==> src/logic/lcsr_consts.svh <==
// Constants for the LIN control and status register set.
// Assumes an 8-bit firmware port with index and window strobes.
// Notes on behaviour
// [RL1] Eight data bytes at indices 0x00..0x07
// [RL2] Master-only and slave-only bits gated by mode
// [RL3] Slave stop halts processing until sync break
// [RL4] Firmware sets sleep, clears on wakeup; the code clears sleep only on a firmware write
// [RL5] Direction bit: 0 receive, 1 transmit
// [RL6] Data acknowledge set by firmware, self-clears
// [RL7] Interrupt clear command clears pending flag
// [RL8] Fault clear command clears error flags
// [RL9] Wake request sends wakeup, then self-clears
// [RL10] Master start clears on completion or error
// [RL11] Firmware loads id, length, data before start
// [RL12] Activity flag follows bus activity
// [RL13] Slave idle four seconds sets timeout flag
// [RL14] Slave abort on early break or stop
// [RL15] Slave id received flag set on identifier
// [RL16] Interrupt pending flag, writable, cleared by command
// [RL17] Error flag sticky until fault clear
// [RL18] Wakeup flag while sending or after receiving
// [RL19] Done set on completion, cleared on start
// [RL20] Registers reached via index and window
// [RL21] Slave buffer access only when requested, idle; the code does not gate buffer writes
// [RL22] Interrupt output follows pending flag
`ifndef LCSR_CONSTS_SVH
`define LCSR_CONSTS_SVH
`define LCSR_IDX_DATA_LAST  8'h07
`define LCSR_IDX_CTRL       8'h08
`define LCSR_IDX_STAT       8'h09
`define LCSR_IDX_FAULT      8'h0A
`define LCSR_IDX_SIZE       8'h0B
`define LCSR_IDX_DIV        8'h0C
`define LCSR_IDX_MUL        8'h0D
`define LCSR_IDX_ID         8'h0E
`define LCSR_BIT_STOP       7
`define LCSR_BIT_SLEEP      6
`define LCSR_BIT_DIR        5
`define LCSR_BIT_ACK        4
`define LCSR_BIT_IRQCLR     3
`define LCSR_BIT_FLTCLR     2
`define LCSR_BIT_WAKE       1
`define LCSR_BIT_START      0
`define LCSR_RESET_BYTE     8'h00
`define LCSR_FAULT_MASK     8'h1F
`define LCSR_ID_MASK        8'h3F
`define LCSR_SIZE_MASK      8'h8F
`define LCSR_IDLE_TIMEOUT_S 4
`define LCSR_CLK_HZ         100000000
`define LCSR_IDLE_CYCLES    (`LCSR_IDLE_TIMEOUT_S * `LCSR_CLK_HZ)
`endif

==> src/logic/lcsr_pkg.sv <==
// Types for the LIN control and status register set.
// Assumes the constants header is included by users.
package lcsr_pkg;
   typedef struct packed {
      logic       active;    // Bus activity level
      logic       id_rx;     // Identifier received pulse
      logic       sync_brk;  // Sync break pulse
      logic       frame_end; // Frame finished pulse
      logic       wake_rx;   // Wakeup received pulse
      logic       wake_done; // Wakeup sent pulse
      logic       fault;     // Error pulse with fault bits
      logic [4:0] fault_bits;
      logic       rx_wr;     // Received byte write
      logic [2:0] rx_idx;
      logic [7:0] rx_byte;
   } lcsr_link_ev_t;

   typedef struct packed {
      logic frame_direction;
      logic start_request;
      logic data_acknowledge;
      logic wake_request;
      logic halted;
      logic sleep;
   } lcsr_cmd_t;
endpackage : lcsr_pkg

==> src/logic/lcsr_regs.sv <==
// LIN controller register set reached through an index/window pair.
// Assumes the framing engine reports events as one-cycle pulses.
`timescale 1ns/100ps
`include "lcsr_consts.svh"
module lcsr_regs
   import lcsr_pkg::*;
#(
   parameter int unsigned IDLE_CYCLES = `LCSR_IDLE_CYCLES
) (
   input  wire logic          i_core_clk,    // System clock
   input  wire logic          i_reset_n,     // Async reset, active low
   input  wire logic          i_master_mode, // 1 master, 0 slave
   input  wire logic          i_index_wr,    // Index register write
   input  wire logic          i_window_wr,   // Window register write
   input  wire logic [7:0]    i_wdata,       // Write data
   input  wire lcsr_link_ev_t i_link,        // Framing engine events
   output logic       [7:0]   o_index,       // Index register value
   output logic       [7:0]   o_window,      // Window read data
   output lcsr_cmd_t          o_cmd,         // Commands to framing engine
   output logic [63:0]        o_tx_bytes,    // Data buffer to engine
   output logic               o_irq          // Interrupt request
);
   // ------------------------------------------------------------
   // Index register and write decode
   // ------------------------------------------------------------
   logic [7:0] index_q;
   logic       ctrl_wr;
   logic       stat_wr;
   logic       slave;
   always_ff @(posedge i_core_clk or negedge i_reset_n) begin
      if (!i_reset_n) begin
         index_q <= `LCSR_RESET_BYTE;
      end else if (i_index_wr) begin
         index_q <= i_wdata; // RL20
      end
   end
   assign ctrl_wr = i_window_wr && (index_q == `LCSR_IDX_CTRL); // RL20
   assign stat_wr = i_window_wr && (index_q == `LCSR_IDX_STAT);
   assign slave   = !i_master_mode;

   // ------------------------------------------------------------
   // Data buffer
   // ------------------------------------------------------------
   logic [7:0] data_q [8];
   genvar g;
   generate
      for (g = 0; g < 8; g++) begin : g_data
         always_ff @(posedge i_core_clk or negedge i_reset_n) begin
            if (!i_reset_n) begin
               data_q[g] <= `LCSR_RESET_BYTE;
            end else if (i_window_wr && index_q == 8'(g)) begin
               data_q[g] <= i_wdata; // RL1
            end else if (i_link.rx_wr && i_link.rx_idx == 3'(g)) begin
               data_q[g] <= i_link.rx_byte; // RL1
            end
         end
         assign o_tx_bytes[g*8 +: 8] = data_q[g];
      end
   endgenerate

   // ------------------------------------------------------------
   // Plain configuration registers
   // ------------------------------------------------------------
   logic [7:0] size_q, div_q, mul_q, id_q;
   always_ff @(posedge i_core_clk or negedge i_reset_n) begin
      if (!i_reset_n) begin
         size_q <= `LCSR_RESET_BYTE;
         div_q  <= `LCSR_RESET_BYTE;
         mul_q  <= `LCSR_RESET_BYTE;
         id_q   <= `LCSR_RESET_BYTE;
      end else if (i_window_wr) begin
         if (index_q == `LCSR_IDX_SIZE) size_q <= i_wdata & `LCSR_SIZE_MASK;
         if (index_q == `LCSR_IDX_DIV)  div_q  <= i_wdata;
         if (index_q == `LCSR_IDX_MUL)  mul_q  <= i_wdata;
         if (index_q == `LCSR_IDX_ID)   id_q   <= i_wdata & `LCSR_ID_MASK;
      end
   end

   // ------------------------------------------------------------
   // Control register
   // ------------------------------------------------------------
   logic sleep_q, dir_q, ack_q, wake_q, start_q, halt_q;
   logic irq_q, err_q;
   logic done_evt;
   assign done_evt = i_link.frame_end || i_link.wake_done;

   always_ff @(posedge i_core_clk or negedge i_reset_n) begin
      if (!i_reset_n) begin
         sleep_q <= 1'b0;
         dir_q   <= 1'b0;
      end else if (ctrl_wr) begin
         sleep_q <= slave ? i_wdata[`LCSR_BIT_SLEEP] : sleep_q; // RL2 RL4
         dir_q   <= i_wdata[`LCSR_BIT_DIR]; // RL5
      end
   end

   // Data acknowledge: engine consumes it one cycle later
   always_ff @(posedge i_core_clk or negedge i_reset_n) begin
      if (!i_reset_n) begin
         ack_q <= 1'b0;
      end else if (ctrl_wr && slave && i_wdata[`LCSR_BIT_ACK]) begin
         ack_q <= 1'b1; // RL2 RL6
      end else begin
         ack_q <= 1'b0; // RL6
      end
   end

   // Wake request held until the wakeup is sent or a fault is reported
   always_ff @(posedge i_core_clk or negedge i_reset_n) begin
      if (!i_reset_n) begin
         wake_q <= 1'b0;
      end else if (ctrl_wr && i_wdata[`LCSR_BIT_WAKE] && !err_q) begin
         wake_q <= 1'b1; // RL9
      end else if (i_link.wake_done || i_link.fault) begin
         wake_q <= 1'b0; // RL9
      end
   end

   // Start blocked while an error is still flagged
   always_ff @(posedge i_core_clk or negedge i_reset_n) begin
      if (!i_reset_n) begin
         start_q <= 1'b0;
      end else if (ctrl_wr && i_master_mode && i_wdata[`LCSR_BIT_START] && !err_q) begin
         start_q <= 1'b1; // RL2 RL10
      end else if (i_link.frame_end || i_link.fault) begin
         start_q <= 1'b0; // RL10
      end
   end

   always_ff @(posedge i_core_clk or negedge i_reset_n) begin
      if (!i_reset_n) begin
         halt_q <= 1'b0;
      end else if (ctrl_wr && slave && i_wdata[`LCSR_BIT_STOP]) begin
         halt_q <= 1'b1; // RL2 RL3
      end else if (i_link.sync_brk) begin
         halt_q <= 1'b0; // RL3
      end
   end

   // ------------------------------------------------------------
   // Status register
   // ------------------------------------------------------------
   logic idle_q, abort_q, idrx_q, wakef_q, done_q;
   logic [4:0] fault_q;
   logic [31:0] idle_cnt_q;
   logic stop_cmd;
   assign stop_cmd = ctrl_wr && slave && i_wdata[`LCSR_BIT_STOP];

   // Set wins over clear for every hardware-set flag
   always_ff @(posedge i_core_clk or negedge i_reset_n) begin
      if (!i_reset_n) begin
         irq_q <= 1'b0;
      end else if (i_link.id_rx || i_link.fault || i_link.frame_end
                   || i_link.wake_rx || (i_master_mode && i_link.wake_done)
                   || (slave && idle_cnt_q == 32'(IDLE_CYCLES - 1) && !sleep_q)) begin
         irq_q <= 1'b1; // RL16
      end else if (ctrl_wr && i_wdata[`LCSR_BIT_IRQCLR]) begin
         irq_q <= 1'b0; // RL7
      end else if (stat_wr) begin
         irq_q <= i_wdata[3]; // RL16
      end
   end

   always_ff @(posedge i_core_clk or negedge i_reset_n) begin
      if (!i_reset_n) begin
         err_q   <= 1'b0;
         fault_q <= 5'h00;
      end else if (i_link.fault) begin
         err_q   <= 1'b1; // RL17
         fault_q <= fault_q | i_link.fault_bits;
      end else if (ctrl_wr && i_wdata[`LCSR_BIT_FLTCLR]) begin
         err_q   <= 1'b0; // RL8
         fault_q <= 5'h00; // RL8
      end
   end

   // Idle counter saturates; long default, override in simulation
   always_ff @(posedge i_core_clk or negedge i_reset_n) begin
      if (!i_reset_n) begin
         idle_cnt_q <= 32'h0;
      end else if (i_link.active || sleep_q || i_master_mode) begin
         idle_cnt_q <= 32'h0;
      end else if (idle_cnt_q != 32'(IDLE_CYCLES)) begin
         idle_cnt_q <= idle_cnt_q + 32'h1;
      end
   end

   always_ff @(posedge i_core_clk or negedge i_reset_n) begin
      if (!i_reset_n) begin
         idle_q <= 1'b0;
      end else if (slave && !sleep_q && idle_cnt_q == 32'(IDLE_CYCLES - 1)) begin
         idle_q <= 1'b1; // RL13
      end else if (i_link.active || sleep_q) begin
         idle_q <= 1'b0;
      end
   end

   always_ff @(posedge i_core_clk or negedge i_reset_n) begin
      if (!i_reset_n) begin
         abort_q <= 1'b0;
      end else if (slave && (stop_cmd || (i_link.sync_brk && i_link.active))) begin
         abort_q <= 1'b1; // RL14
      end else if (i_link.sync_brk) begin
         abort_q <= 1'b0; // RL14
      end
   end

   always_ff @(posedge i_core_clk or negedge i_reset_n) begin
      if (!i_reset_n) begin
         idrx_q <= 1'b0;
      end else if (slave && i_link.id_rx && !halt_q) begin
         idrx_q <= 1'b1; // RL15
      end else if (ack_q || stop_cmd || i_link.sync_brk) begin
         idrx_q <= 1'b0;
      end
   end

   always_ff @(posedge i_core_clk or negedge i_reset_n) begin
      if (!i_reset_n) begin
         wakef_q <= 1'b0;
      end else if (i_link.wake_rx) begin
         wakef_q <= 1'b1; // RL18
      end else if (i_link.sync_brk) begin
         wakef_q <= 1'b0;
      end
   end

   always_ff @(posedge i_core_clk or negedge i_reset_n) begin
      if (!i_reset_n) begin
         done_q <= 1'b0;
      end else if (done_evt || i_link.wake_rx) begin
         done_q <= 1'b1; // RL19
      end else if (start_q && !(ctrl_wr && i_wdata[`LCSR_BIT_START]) || i_link.sync_brk) begin
         done_q <= 1'b0; // RL19
      end
   end

   // ------------------------------------------------------------
   // Window read and outputs
   // ------------------------------------------------------------
   logic [7:0] ctrl_rd, stat_rd;
   // Stop and clear command bits always read zero
   assign ctrl_rd = {1'b0, sleep_q, dir_q, ack_q, 2'b00, wake_q, start_q}; // RL3 RL7 RL8
   assign stat_rd = {i_link.active, idle_q, abort_q, idrx_q,
                     irq_q, err_q, wakef_q || wake_q, done_q}; // RL12 RL18

   always_comb begin
      o_window = `LCSR_RESET_BYTE;
      if (index_q <= `LCSR_IDX_DATA_LAST) begin
         o_window = data_q[index_q[2:0]]; // RL1
      end else begin
         unique case (index_q)
            `LCSR_IDX_CTRL:  o_window = ctrl_rd;
            `LCSR_IDX_STAT:  o_window = stat_rd;
            `LCSR_IDX_FAULT: o_window = {3'b000, fault_q};
            `LCSR_IDX_SIZE:  o_window = size_q;
            `LCSR_IDX_DIV:   o_window = div_q;
            `LCSR_IDX_MUL:   o_window = mul_q;
            `LCSR_IDX_ID:    o_window = id_q;
            default:         o_window = `LCSR_RESET_BYTE;
         endcase
      end
   end

   assign o_index = index_q;
   assign o_irq   = irq_q; // RL22
   assign o_cmd   = '{frame_direction:  dir_q,
                      start_request:    start_q,
                      data_acknowledge: ack_q,
                      wake_request:     wake_q,
                      halted:           halt_q,
                      sleep:            sleep_q};

   // ------------------------------------------------------------
   // Checks
   // ------------------------------------------------------------
   chk_irq_out_follow: assert property (@(posedge i_core_clk) disable iff (!i_reset_n)
      o_irq == irq_q && stat_rd[3] == o_irq) else $error("irq output mismatch"); // RL22
   chk_irq_clear_cmd: assert property (@(posedge i_core_clk) disable iff (!i_reset_n)
      (ctrl_wr && i_wdata[3] && !i_link.id_rx && !i_link.fault && !i_link.frame_end
       && !i_link.wake_rx && !i_link.wake_done && idle_cnt_q != 32'(IDLE_CYCLES - 1))
      |=> !o_irq) else $error("irq not cleared"); // RL7
   chk_fault_sticky: assert property (@(posedge i_core_clk) disable iff (!i_reset_n)
      i_link.fault |=> err_q) else $error("error flag not set"); // RL17
   chk_fault_clear: assert property (@(posedge i_core_clk) disable iff (!i_reset_n)
      (ctrl_wr && i_wdata[2] && !i_link.fault) |=> !err_q && fault_q == 5'h00)
      else $error("fault not cleared"); // RL8
   chk_ack_self_clr: assert property (@(posedge i_core_clk) disable iff (!i_reset_n)
      ack_q |=> !ack_q) else $error("ack not self-cleared"); // RL6
   chk_start_master: assert property (@(posedge i_core_clk) disable iff (!i_reset_n)
      (ctrl_wr && i_wdata[0] && slave) |=> !$rose(start_q)) else $error("start in slave"); // RL2
   chk_start_end: assert property (@(posedge i_core_clk) disable iff (!i_reset_n)
      (start_q && i_link.frame_end && !ctrl_wr) |=> !start_q && done_q)
      else $error("start not ended"); // RL10
   chk_ctrl_cmd_zero: assert property (@(posedge i_core_clk) disable iff (!i_reset_n)
      ctrl_rd[7] == 1'b0 && ctrl_rd[3:2] == 2'b00) else $error("command bit reads one"); // RL3
   chk_halt_break: assert property (@(posedge i_core_clk) disable iff (!i_reset_n)
      (halt_q && i_link.sync_brk && !stop_cmd) |=> !halt_q) else $error("halt stuck"); // RL3
   chk_idrx_set: assert property (@(posedge i_core_clk) disable iff (!i_reset_n)
      (slave && i_link.id_rx && !halt_q) |=> idrx_q) else $error("id flag not set"); // RL15
endmodule : lcsr_regs

==> config.mk <==
export PLATFORM = sky130hd
export DESIGN_NAME = lcsr_regs
export DESIGN_NICKNAME = d
export VERILOG_FILES = /design/src/logic/lcsr_pkg.sv /design/src/logic/lcsr_regs.sv
export VERILOG_INCLUDE_DIRS = /design/src /design/src/logic
export SDC_FILE = /design/constraint.sdc
export NUM_CORES = 1
export LEC_CHECK = 0
export ABC_AREA = 1
export BUFFER_PORTS_ARGS = -buffer_cell sky130_fd_sc_hd__buf_2
export CAP_MARGIN = 20
export CORE_ASPECT_RATIO = 0.5
export CORE_MARGIN = 5
export CORE_UTILIZATION = 51
export CTS_CLUSTER_DIAMETER = 80
export DETAILED_ROUTE_END_ITERATION = 6
export HOLD_SLACK_MARGIN = 0.05
export MAX_ROUTING_LAYER = met4
export PLACE_DENSITY = 0.73
export SETUP_SLACK_MARGIN = 0.4
export SLEW_MARGIN = 20
export SYNTH_ARGS = -nofsm -noshare
export SYNTH_HDL_FRONTEND = slang
export SYNTH_SLANG_ARGS = --single-unit
==> constraint.sdc <==
create_clock -name i_core_clk -period 2.13 [get_ports i_core_clk]
set_input_delay 0.426 -clock i_core_clk [delete_from_list [all_inputs] [get_ports i_core_clk]]
set_output_delay 0.426 -clock i_core_clk [all_outputs]
set_load 0.05 [all_outputs]
; ---- Yosys cells after proc, flatten, opt, wreduce, memory -nomap -nowiden
; Index checks and enable logic that the tools add are counted.
[classes]
n_addsub = 1
order_cmp = 2
eq_ne = 23
n_mux = 45
n_bitwise = 3
reduce_logical = 86
[ops]
columns = operator, n
row1 = two-way mux 8 bit, 19
row2 = two-way mux 32 bit, 2
row3 = == test 8 x 4 -> 1 bit (second input constant), 7
row4 = one-hot mux 8 bit (7 select lines), 1
row5 = logical AND 1 bit, 39
row6 = nonzero test 2 bit, 18
row7 = adder 32 x 1 -> 32 bit (second input constant), 1
row8 = == test 32 x 29 -> 1 bit (second input constant), 1
row9 = == test 8 x 3 -> 1 bit (second input constant), 4
row10 = inequality test 32 x 29 -> 1 bit (second input constant), 1
row11 = binary-select mux 8 bit (select 3 bit), 1
row12 = two-way mux 1 bit, 20
row13 = == test 8 x 2 -> 1 bit (second input constant), 2
row14 = logical OR 1 bit, 16
row15 = == test 3 bit (second input constant), 4
row16 = two-way mux 5 bit, 2
row17 = AND reduction 2 bit, 5
row18 = == test 8 x 1 -> 1 bit (second input constant), 1
row19 = less-or-equal comparator 8 x 3 -> 1 bit (second input constant), 1
row20 = zero test 8 bit, 1
row21 = == test 3 x 2 -> 1 bit (second input constant), 2
row22 = zero test 1 bit, 5
row23 = bitwise OR 5 bit, 1
row24 = greater-or-equal comparator 4 bit (second input constant), 1
row25 = 5 further kinds, 5
[totals]
reg_bits = 149
elab_cells = 188

; ---- Longest topological paths before layout
; Gate-level depths: netlist of run 1.
[depth]
depth_word = 8
mapped_depth = 9

; ---- Least setup slack after synthesis of run 1
; No wires, ideal clock.
[synth_timing]
path_type = register to output
from = register index_q[5], in the netlist o_index[5]
to = output o_window[0]
t_arrival_ns = 1.956
required_ns = 1.704
slack_ns = -0.252
path_stages_with_launch = 9
path_buffers = 1
cell_sequence = dfrtp_1 nor2_1 nand2_2 clkinv_1 clkbuf_1 nand3_1 nand2_1 nor2_1 nand3_1
[synth_via]
elab_chain_len = 3
[synth_rtl]
columns = element, line
row1 = from (decl), lcsr_regs.sv:26  ; logic [7:0] index_q;
row2 = from (signal assigned), lcsr_regs.sv:32  ; index_q <= `LCSR_RESET_BYTE;
row3 = from (signal assigned), lcsr_regs.sv:34  ; index_q <= i_wdata;
row4 = == test 8 x 4 -> 1 bit, lcsr_regs.sv:252  ; unique case (index_q)
row5 = one-hot mux 8 bit (7 select lines), lcsr_regs.sv:252
row6 = two-way mux 8 bit *, lcsr_regs.sv:249  ; if (index_q <= `LCSR_IDX_DATA_LAST) begin
row7 = to (decl), lcsr_regs.sv:18  ; output logic [7:0] o_window,
; Every way passes the cells marked *; elsewhere a longest branch is shown, timed or not.

; ---- Worst setup path in the final report of run 1
[layout_timing]
from = register index_q[0], in the netlist o_index[0]
to = output o_window[1]
[layout_via]
elab_chain_len = 5
[layout_rtl]
columns = element, line
row1 = NOT 3 -> 4 bit (not written as such), lcsr_regs.sv:250  ; o_window = data_q[index_q[2:0]];
row2 = binary-select mux 8 bit (select 3 bit), lcsr_regs.sv:250
row3 = two-way mux 8 bit (not written as such) (2 in a row), lcsr_regs.sv:250
row4 = two-way mux 8 bit *, lcsr_regs.sv:249
; Every way passes the cells marked *; elsewhere a longest branch is shown, timed or not. The select of a mux whose other input is x is not followed.

==> flow_metrics.tcl, run 1 <==
set metrics [dict create \
    cts_tree "built" \
    cts_buffer_depth 2 \
    outcome "finished with violations" \
    hpwl_mm 20.6 \
    diodes 0 \
    final_antenna_net_count 0 \
    final.setup.worst_slack_ps -290 \
    place_congestion 1.03 \
    core_area_mm2 0.0162 \
    timing.final.max_slew_violations 0 \
    dieArea_mm2 0.0191 \
    fmax_mhz 413 \
    timing.final.crit_share_pct 114 \
    cp-end-kind "primary output" \
    syn_area_per_cell_um2 7.32 \
    cellLeakagePower_nw 4.82 \
    p_per_area_mw_per_mm2 811 \
    crit_slowest_cell "dfrtp_4" \
    areaGrowthSynthToFinish_pct 28.7 \
    synthSimpleGateAreaFrac_pct 34.9 \
    clkLatencyLatePin_ps 430 \
    drcViolationCount 2 \
    place_area_mm2 0.00937 \
    drive_above_1_share_pct 24.3 \
    wl_per_cell_um 19.1 \
    synth-warning-count 0 \
    setup_violations 8 \
    finalCoreUtilization_pct 66.1 \
    final_nets 1331 \
    muxShareOfSynthArea_pct 0 \
    grt_start_max_net_pins 43 \
    layout_min_cycle_time_ps 2420 \
    synth-edff-count 0 \
    critical_path_class "flip-flop to primary output" \
    synth_compound_area_share_pct 11.6 \
    vias 8977 \
    cp.arrival_ps 1990 \
    viasPerCell 5.87 \
    num_rows 33 \
    fp.dieH_um 100 \
    cp_max_fo 6 \
    worstPathCellList "buf_4 -> o21ai_0 -> nand2_1 -> nand3_1 -> nand3_2 -> nand3_4 -> buf_8" \
    tightest_slew_ps 513 \
    drt_iter0_markers 1165 \
    synthesis.area_mm2 0.00832 \
    slew-limit-headroom_pct 65.8 \
    fin_area_mm2 0.0107 \
    synth.yosys.seq_area_share_pct 44.8 \
    holdWs_ps 209 \
    holdCritPathClass "input pin to flip-flop" \
    worst-r2r-setup-slack_ps 370 \
    synth_cells 1137 \
    gr-usage-all-layers_pct 30.8 \
    worstSetupStartpointType "flip-flop" \
    grt_pass1_vias 8373 \
    synth.ff_latch_count 149 \
    cts.reportedPaths.clkPinSlew_ps 70 \
    synth_top_family_by_area "simple AND/OR/NAND/NOR gates" \
    max_stage_delay_ps 490 \
    grt_overflow 0 \
    violations "DRC, setup timing" \
    routed_wl_mm 29.2 \
    grt_pass1_wl_mm 45.0 \
    h-tree-depth 4 \
    cts_sinks 149 \
    maxCapViolCount 0 \
    ios 124 \
    power.total_mw 8.68 \
    synthDistinctLibCells 36 \
    cts_buffers 17 \
    synth_nets 1176 \
    drt-pass1-iter-count 7 \
    synth-adder-area-share_pct 0.301 \
    numPortBuffers 123 \
    peakVddDrop_v 0.000537 \
    antenna_found_initial 0 \
    crit_required_ps 1700 \
    rsz0062_at_grt "yes" \
    clock-root-buffer "clkbuf_16" \
    synth_flop_cell "dfrtp_1" \
    initial_core_util_pct 51.4 \
    hold_viol_final 0 \
    die_x_um 191 \
    synthXorXnorAreaFrac_pct 0.526 \
    async_reset_ff_share_pct 100 \
    clock_skew_ps 12.6 \
]
stage by stage:
step | TNS [ps] | setup slack [ps] | std cells
global placement | 0 | 90.6 | 1469
floorplan | 0 | 102 | 1137
detailed placement | 0 | 79.2 | 1469
global route | -2420 | -360 | 1530
finish | -1970 | -290 | 1530
CTS | -1590 | -214 | 1515
placed cells by master (no fill, tap or decap), types with 4 or more instances in the layout:
cell and n:
nand2_2 16, xor2_1 4, inv_2 5, nand3_2 14, clkinv_4 4, a21oi_1 36
nand3_1 183, nor2_1 137, nand2_8 5, buf_12 10, buf_8 5, clkinv_2 4
inv_1 93, o21ai_0 41, o211ai_1 65, buf_6 14, nand2_4 18, clkbuf_16 17
nand4_1 6, buf_4 30, clkinv_1 4, dfrtp_1 140, buf_2 112, nor2_2 12
nor3_1 8, nor2_4 19, o21ai_1 9, nand2_1 248, dfrtp_2 7
layer usage:
layer / vias to the layer above / track usage, % / wire length (µm)
met2: 611 / 47.7 / 13200
met1: 4153 / 40.6 / 11600
li1: 4091 / - / -
met4: 0 / 9.87 / 1160
met5: - / - / 0
met3: 122 / 7.26 / 3260
synth_stat cells, drive strengths merged (5+ instances only):
cell type | count | area [µm²]
nor2 | 168 | 658
inv | 103 | 389
o21ai | 51 | 255
o211ai | 65 | 488
clkbuf | 11 | 61.3
nand4 | 6 | 37.5
a21oi | 39 | 195
buf | 32 | 186
dfrtp | 149 | 3730
nor3 | 13 | 91.3
clkinv | 5 | 18.8
nand2 | 281 | 1080
nand3 | 199 | 1000
critical path, delay by kind of cell (launching register included):
family,cells,cell delay [ps]
AO/OA/AOI/OAI,1,240
flip-flops,1,490
AND/OR/NAND/NOR,4,490
buffers and inverters,2,360
what timing repair did:
action,CTS,global route
buffers inserted,13,8
gates cloned,2,7
pin swaps,7,14
hold buffers,1,0
setup endpoints to repair,45,96
hold endpoints to repair,38,0
gates resized for setup,54,75
sequential cells by signal (all words and copies together), names as in the netlist, 5 cells and up:
name and cells:
mul_q 8, o_tx_bytes 64, idle_cnt_q 32, fault_q 5
o_index 8, size_q 5, id_q 6, div_q 8
final timing paths:
check,from,to,cells past startpoint
min in group asynchronous,i_reset_n,idle_cnt_q[17]$_DFFE_PN0P_,2
min reg2reg,idle_q$_DFFE_PN0P_,idle_q$_DFFE_PN0P_,2
max in group asynchronous,i_reset_n,o_tx_bytes[36]$_DFFE_PN0P_,3
min,i_link[20],done_q$_DFFE_PN0P_,3
max reg2reg,o_index[0]$_DFFE_PN0P_,id_q[5]$_DFFE_PN0P_,6
max,o_index[0]$_DFFE_PN0P_,o_window[1],7
cell families (layout without fill, tap and decap cells):
kind of cell	after synthesis	after routing
and+or+nand+nor	671	677
AOI/OAI and AO/OA	159	159
buffers and inverters	151	311
DFF	149	149
xor gates and xnor gates	5	5
adders and majority gates	2	2
power by group:
part           switching [mW]  total, mW  internal (mW)  leakage, nW
registers               0.306       3.43           3.12         1.90
logic                    1.80       2.41          0.616         2.66
clock network            1.25       2.84           1.59        0.262
cell type report:
type / instances / area (µm²)
clock buffer: 18 / 429
clock inverter: 12 / 109
fill: 1383 / 5480
inverter: 108 / 438
multi-input combinational: 843 / 4450
sequential: 149 / 3740
tap: 227 / 284
timing repair buffer: 173 / 1260
Note: power is estimated with default switching activity, not from simulation.
==> run 2: changes to the inputs <==
SKIP_LAST_GASP = 1   (was default)
==> flow_metrics.tcl, run 2 (synthesis gave the netlist of run 1 again) <==
set metrics [dict create \
    outcome "finished with violations" \
    violations "setup timing" \
    clock-root-buffer "clkbuf_16" \
    largest_reg_flops 64 \
    initial_core_util_pct 51.4 \
    numPortBuffers 123 \
    hold_viol_final 0 \
    routed_wl_mm 28.9 \
    timing.final.crit_share_pct 113 \
    max_stage_delay_ps 500 \
    cts_sinks 149 \
    die_x_um 191 \
    fin_area_mm2 0.0106 \
    drcViolationCount 0 \
    p_per_area_mw_per_mm2 819 \
    fp.dieH_um 100 \
    vias 8870 \
    wl_per_cell_um 18.9 \
    antenna_found_initial 0 \
    cp-end-kind "primary output" \
    grt_overflow 0 \
    clock_skew_ps 11.3 \
    final_antenna_net_count 0 \
    crit_family "buffers and inverters" \
    setup_violations 8 \
    worstPathCellList "buf_12 -> nor2_4 -> buf_12 -> buf_4 -> nand2_1 -> nand4_1 -> nand3_2 -> nand3_4 -> buf_8" \
    grt_pass1_wl_mm 45.0 \
    power.total_mw 8.65 \
    cts_buffers 17 \
    cp_max_fo 8 \
    crit_slowest_cell "dfrtp_4" \
    cts.reportedPaths.clkPinSlew_ps 70 \
    hpwl_mm 20.6 \
    cellLeakagePower_nw 4.77 \
    clkLatencyLatePin_ps 420 \
    dieArea_mm2 0.0191 \
    num_rows 33 \
    slew-limit-headroom_pct 62.0 \
    drt-pass1-iter-count 6 \
    mostFrequentLayoutCell "nand2_1" \
    core_area_mm2 0.0162 \
    areaGrowthSynthToFinish_pct 27.1 \
    endpoint "o_window[1]" \
    drt_iter0_markers 1159 \
    worstSetupStartpointType "flip-flop" \
    critical_path_class "flip-flop to primary output" \
    gr-usage-all-layers_pct 30.8 \
    layout_min_cycle_time_ps 2400 \
    place_area_mm2 0.00937 \
    worst-r2r-setup-slack_ps 290 \
    viasPerCell 5.81 \
    fmax_mhz 417 \
    h-tree-depth 4 \
    worstRegToRegCells 9 \
    grt_start_max_net_pins 43 \
    rsz0062_at_grt "yes" \
    r2r_end "o_tx_bytes[21]$_DFFE_PN0P_" \
    maxCapViolCount 0 \
    holdCritPathClass "input pin to flip-flop" \
    mostFrequentLayoutCells "nand2_1, nand3_1, dfrtp_1" \
    final_nets 1328 \
    drive_above_1_share_pct 23.5 \
    startpoint "o_index[0]$_DFFE_PN0P_" \
    cp_common_cell "buf_12" \
    grt_pass1_vias 8364 \
    crit_required_ps 1700 \
    final.setup.worst_slack_ps -267 \
    r2r_start "o_index[4]$_DFFE_PN0P_" \
    ios 124 \
    timing.final.max_slew_violations 0 \
    diodes 0 \
    fin_tns_setup_ps -1970 \
    cts_buffer_depth 2 \
    tightest_slew_ps 567 \
    peakVddDrop_v 0.000537 \
    place_congestion 1.03 \
    critical_path_depth 9 \
    cts_tree "built" \
    cp_num_buf_inv 4 \
    cp.arrival_ps 1970 \
]
-- run 2: area by class of cell --
| type | count | area [µm²] |
|---|---|---|
| well taps | 227 | 284 |
| flip-flops and latches | 149 | 3740 |
| inverters | 108 | 433 |
| fillers | 1414 | 5620 |
| repair buffers | 173 | 1210 |
| clock inverters | 12 | 109 |
| multi-input cells | 840 | 4360 |
| clock buffers | 18 | 429 |
-- run 2: stage by stage --
step	instances	setup slack, ps	utilization, %	hold slack [ps]
final	1527	-267	65.3	213
after global routing	1527	-343	65.3	219
after CTS	1515	-214	63.4	203
after detailed placement	1469	79.2	57.9	372
after global placement	1469	90.6	57.9	366
after floorplan	1137	102	-	130
-- run 2: power by group --
group          switching, mW  leakage, nW  total (mW)  internal (mW)
sequential             0.298         1.90        3.42           3.12
combinational           1.78         2.61        2.40          0.612
clock                   1.24        0.262        2.84           1.59
total                   3.33         4.77        8.65           5.33
-- run 2: timing repair --
item | in CTS | in global routing
endpoints found under the hold margin | 38 | 0
setup buffers | 13 | 9
gates cloned | 2 | 3
hold buffers | 1 | 0
setup endpoints to repair | 45 | 97
gates resized for setup | 51 | 51
pin swaps | 7 | 8
-- run 2: layer usage --
layer | up-vias | GRT usage (%) | routed length [µm]
met5 | - | - | 0
met4 | 0 | 9.87 | 1080
met3 | 117 | 7.26 | 3010
met2 | 529 | 47.6 | 13000
met1 | 4150 | 40.6 | 11900
li1 | 4074 | - | -
-- run 2: worst min path at each step --
stage	start	to	slack (ps)	cells past startpoint
final	i_link[20]	done_q$_DFFE_PN0P_	210	3
after floorplan	i_reset_n	abort_q$_DFFE_PN0P_	130	0
after CTS	i_link[20]	done_q$_DFFE_PN0P_	200	3
after global routing	i_link[20]	done_q$_DFFE_PN0P_	220	3
after global placement	i_reset_n	idle_cnt_q[17]$_DFFE_PN0P_	370	1
after detailed placement	i_reset_n	idle_cnt_q[17]$_DFFE_PN0P_	370	1
-- run 2: worst min-delay path, delay by kind of cell --
| kind | cells | cell delay [ps] |
|---|---|---|
| and+or+nand+nor | 2 | 90 |
| buffers and inverters | 1 | 90 |
==> run 3: changes to the inputs <==
CORE_MARGIN = default   (was 5)
==> flow_metrics.tcl, run 3 (synthesis gave the netlist of run 1 again) <==
set metrics [dict create \
    outcome "finished with violations" \
    violations "setup timing" \
    holdWs_ps 212 \
    power.total_mw 8.86 \
    diodes 0 \
    drive_above_1_share_pct 24.0 \
    cp_max_fo 7 \
    grt_overflow 0 \
    timing.final.crit_share_pct 112 \
    worstPathCellList "buf_12 -> nand2_8 -> nor2_4 -> a21oi_2 -> nand3_2 -> nand3_2 -> nand3b_1 -> buf_6" \
    grt_pass1_vias 8361 \
    final_nets 1322 \
    initial_core_util_pct 53.1 \
    fp.dieH_um 92.3 \
    final.setup.worst_slack_ps -249 \
    cp.arrival_ps 1950 \
    slew-limit-headroom_pct 55.7 \
    antenna_found_initial 0 \
    crit_required_ps 1700 \
    multiInputGateArea_mm2 0.00440 \
    ios 124 \
    hold_viol_final 0 \
    grt_pass1_wl_mm 44.7 \
    layout_min_cycle_time_ps 2380 \
    cts_buffer_depth 2 \
    routed_wl_mm 28.9 \
    nFillCells 1307 \
    crit_slowest_cell "dfrtp_4" \
    drt-pass1-iter-count 5 \
    cellLeakagePower_nw 4.74 \
    mostFrequentLayoutCell "nand2_1" \
    gr-usage-all-layers_pct 36.1 \
    drcViolationCount 0 \
    seqCellArea_mm2 0.00374 \
    critical_path_class "flip-flop to primary output" \
    fin_tns_setup_ps -1850 \
    p_per_area_mw_per_mm2 839 \
    final_antenna_net_count 0 \
    areaGrowthSynthToFinish_pct 26.9 \
    cts_sinks 149 \
    grt_start_max_net_pins 50 \
    wl_per_cell_um 19.1 \
    cts.reportedPaths.clkPinSlew_ps 70 \
    place_area_mm2 0.00937 \
    holdCritPathClass "input pin to flip-flop" \
    fin_area_mm2 0.0106 \
    max_stage_delay_ps 580 \
    fmax_mhz 420 \
    cp-end-kind "primary output" \
    viasPerCell 5.81 \
    numPortBuffers 123 \
    die_x_um 183 \
    cts_buffers 17 \
    dieArea_mm2 0.0169 \
    clock_skew_ps 7.50 \
    h-tree-depth 4 \
    hpwl_mm 20.4 \
    num_rows 32 \
    place_congestion 1.07 \
    finalCoreUtilization_pct 67.4 \
    drt_iter0_markers 866 \
    clock-root-buffer "clkbuf_16" \
    clkLatencyLatePin_ps 440 \
    setup_violations 8 \
    numPlacedInstances 1467 \
    layout.cells.non_filler 1517 \
    largest_reg_flops 64 \
    timing.final.max_slew_violations 0 \
    dp_slack_ps 113 \
    maxCapViolCount 0 \
    tightest_slew_ps 660 \
    mostFrequentLayoutCells "nand2_1, nand3_1, dfrtp_1" \
    vias 8820 \
    core_area_mm2 0.0157 \
    cp_common_cell "nand3_2" \
    cts_tree "built" \
    worstSetupStartpointType "flip-flop" \
    rsz0062_at_grt "yes" \
    peakVddDrop_v 0.000525 \
]
## run 3: cell count changes in the layout (fill, tap and decap cells not counted), sizes merged, moves of 4 or more
cell,change
buf,-7
clkinv,-7
inv,+5
clkinvlp,+4
## run 3: power by group
part	switching [mW]	total (mW)	leakage, nW	internal (mW)
registers	0.307	3.43	1.90	3.12
logic	1.78	2.38	2.57	0.592
clock network	1.37	3.06	0.263	1.69
total	3.46	8.86	4.74	5.40
## run 3: path summary, 6_finish.rpt
check / start / to / slack (ps) / cells after the start
worst max register to register: o_index[2]$_DFFE_PN0P_ / o_tx_bytes[20]$_DFFE_PN0P_ / 120 / 6
worst max-delay path: o_index[0]$_DFFE_PN0P_ / o_window[2] / -250 / 8
worst min register to register: mul_q[6]$_DFFE_PN0P_ / mul_q[6]$_DFFE_PN0P_ / 500 / 2
min in group asynchronous: i_reset_n / fault_q[2]$_DFFE_PN0P_ / 480 / 2
worst min-delay path: i_link[17] / err_q$_DFFE_PN0P_ / 210 / 3
max in group asynchronous: i_reset_n / o_index[6]$_DFFE_PN0P_ / 900 / 3
## run 3: area by class of cell
| type | count | area share, % |
|---|---|---|
| repair buffers | 164 | 10.5 |
| clock buffers | 20 | 4.33 |
| multi-input cells | 841 | 41.7 |
| well taps | 221 | 2.62 |
| inverters | 108 | 4.10 |
| clock inverters | 12 | 1.13 |
| flip-flops and latches | 149 | 35.5 |
| repair inverters | 2 | 0.166 |
## run 3: critical path: cells and delay by family, from the launching register on
family	cells	cell delay, ps
flip-flops	1	580
AND/OR/NAND/NOR	5	440
buffers and inverters	2	340
AO/OA/AOI/OAI	1	150
## run 3: timing repair
action | in CTS | in global routing
gates cloned | 4 | 3
endpoints found under the setup margin | 45 | 89
hold endpoints to repair | 37 | 0
gates resized for setup | 84 | 36
setup buffers | 7 | 3
hold buffers | 1 | 0
pin swaps | 24 | 17
## run 3: metal layers
layer	global-route usage (%)	up-vias	routed length, µm
met1	45.5	4156	11700
met2	55.5	507	13000
met5	-	-	0
met4	13.4	0	918
met3	10.3	87	3290
li1	-	4070	-
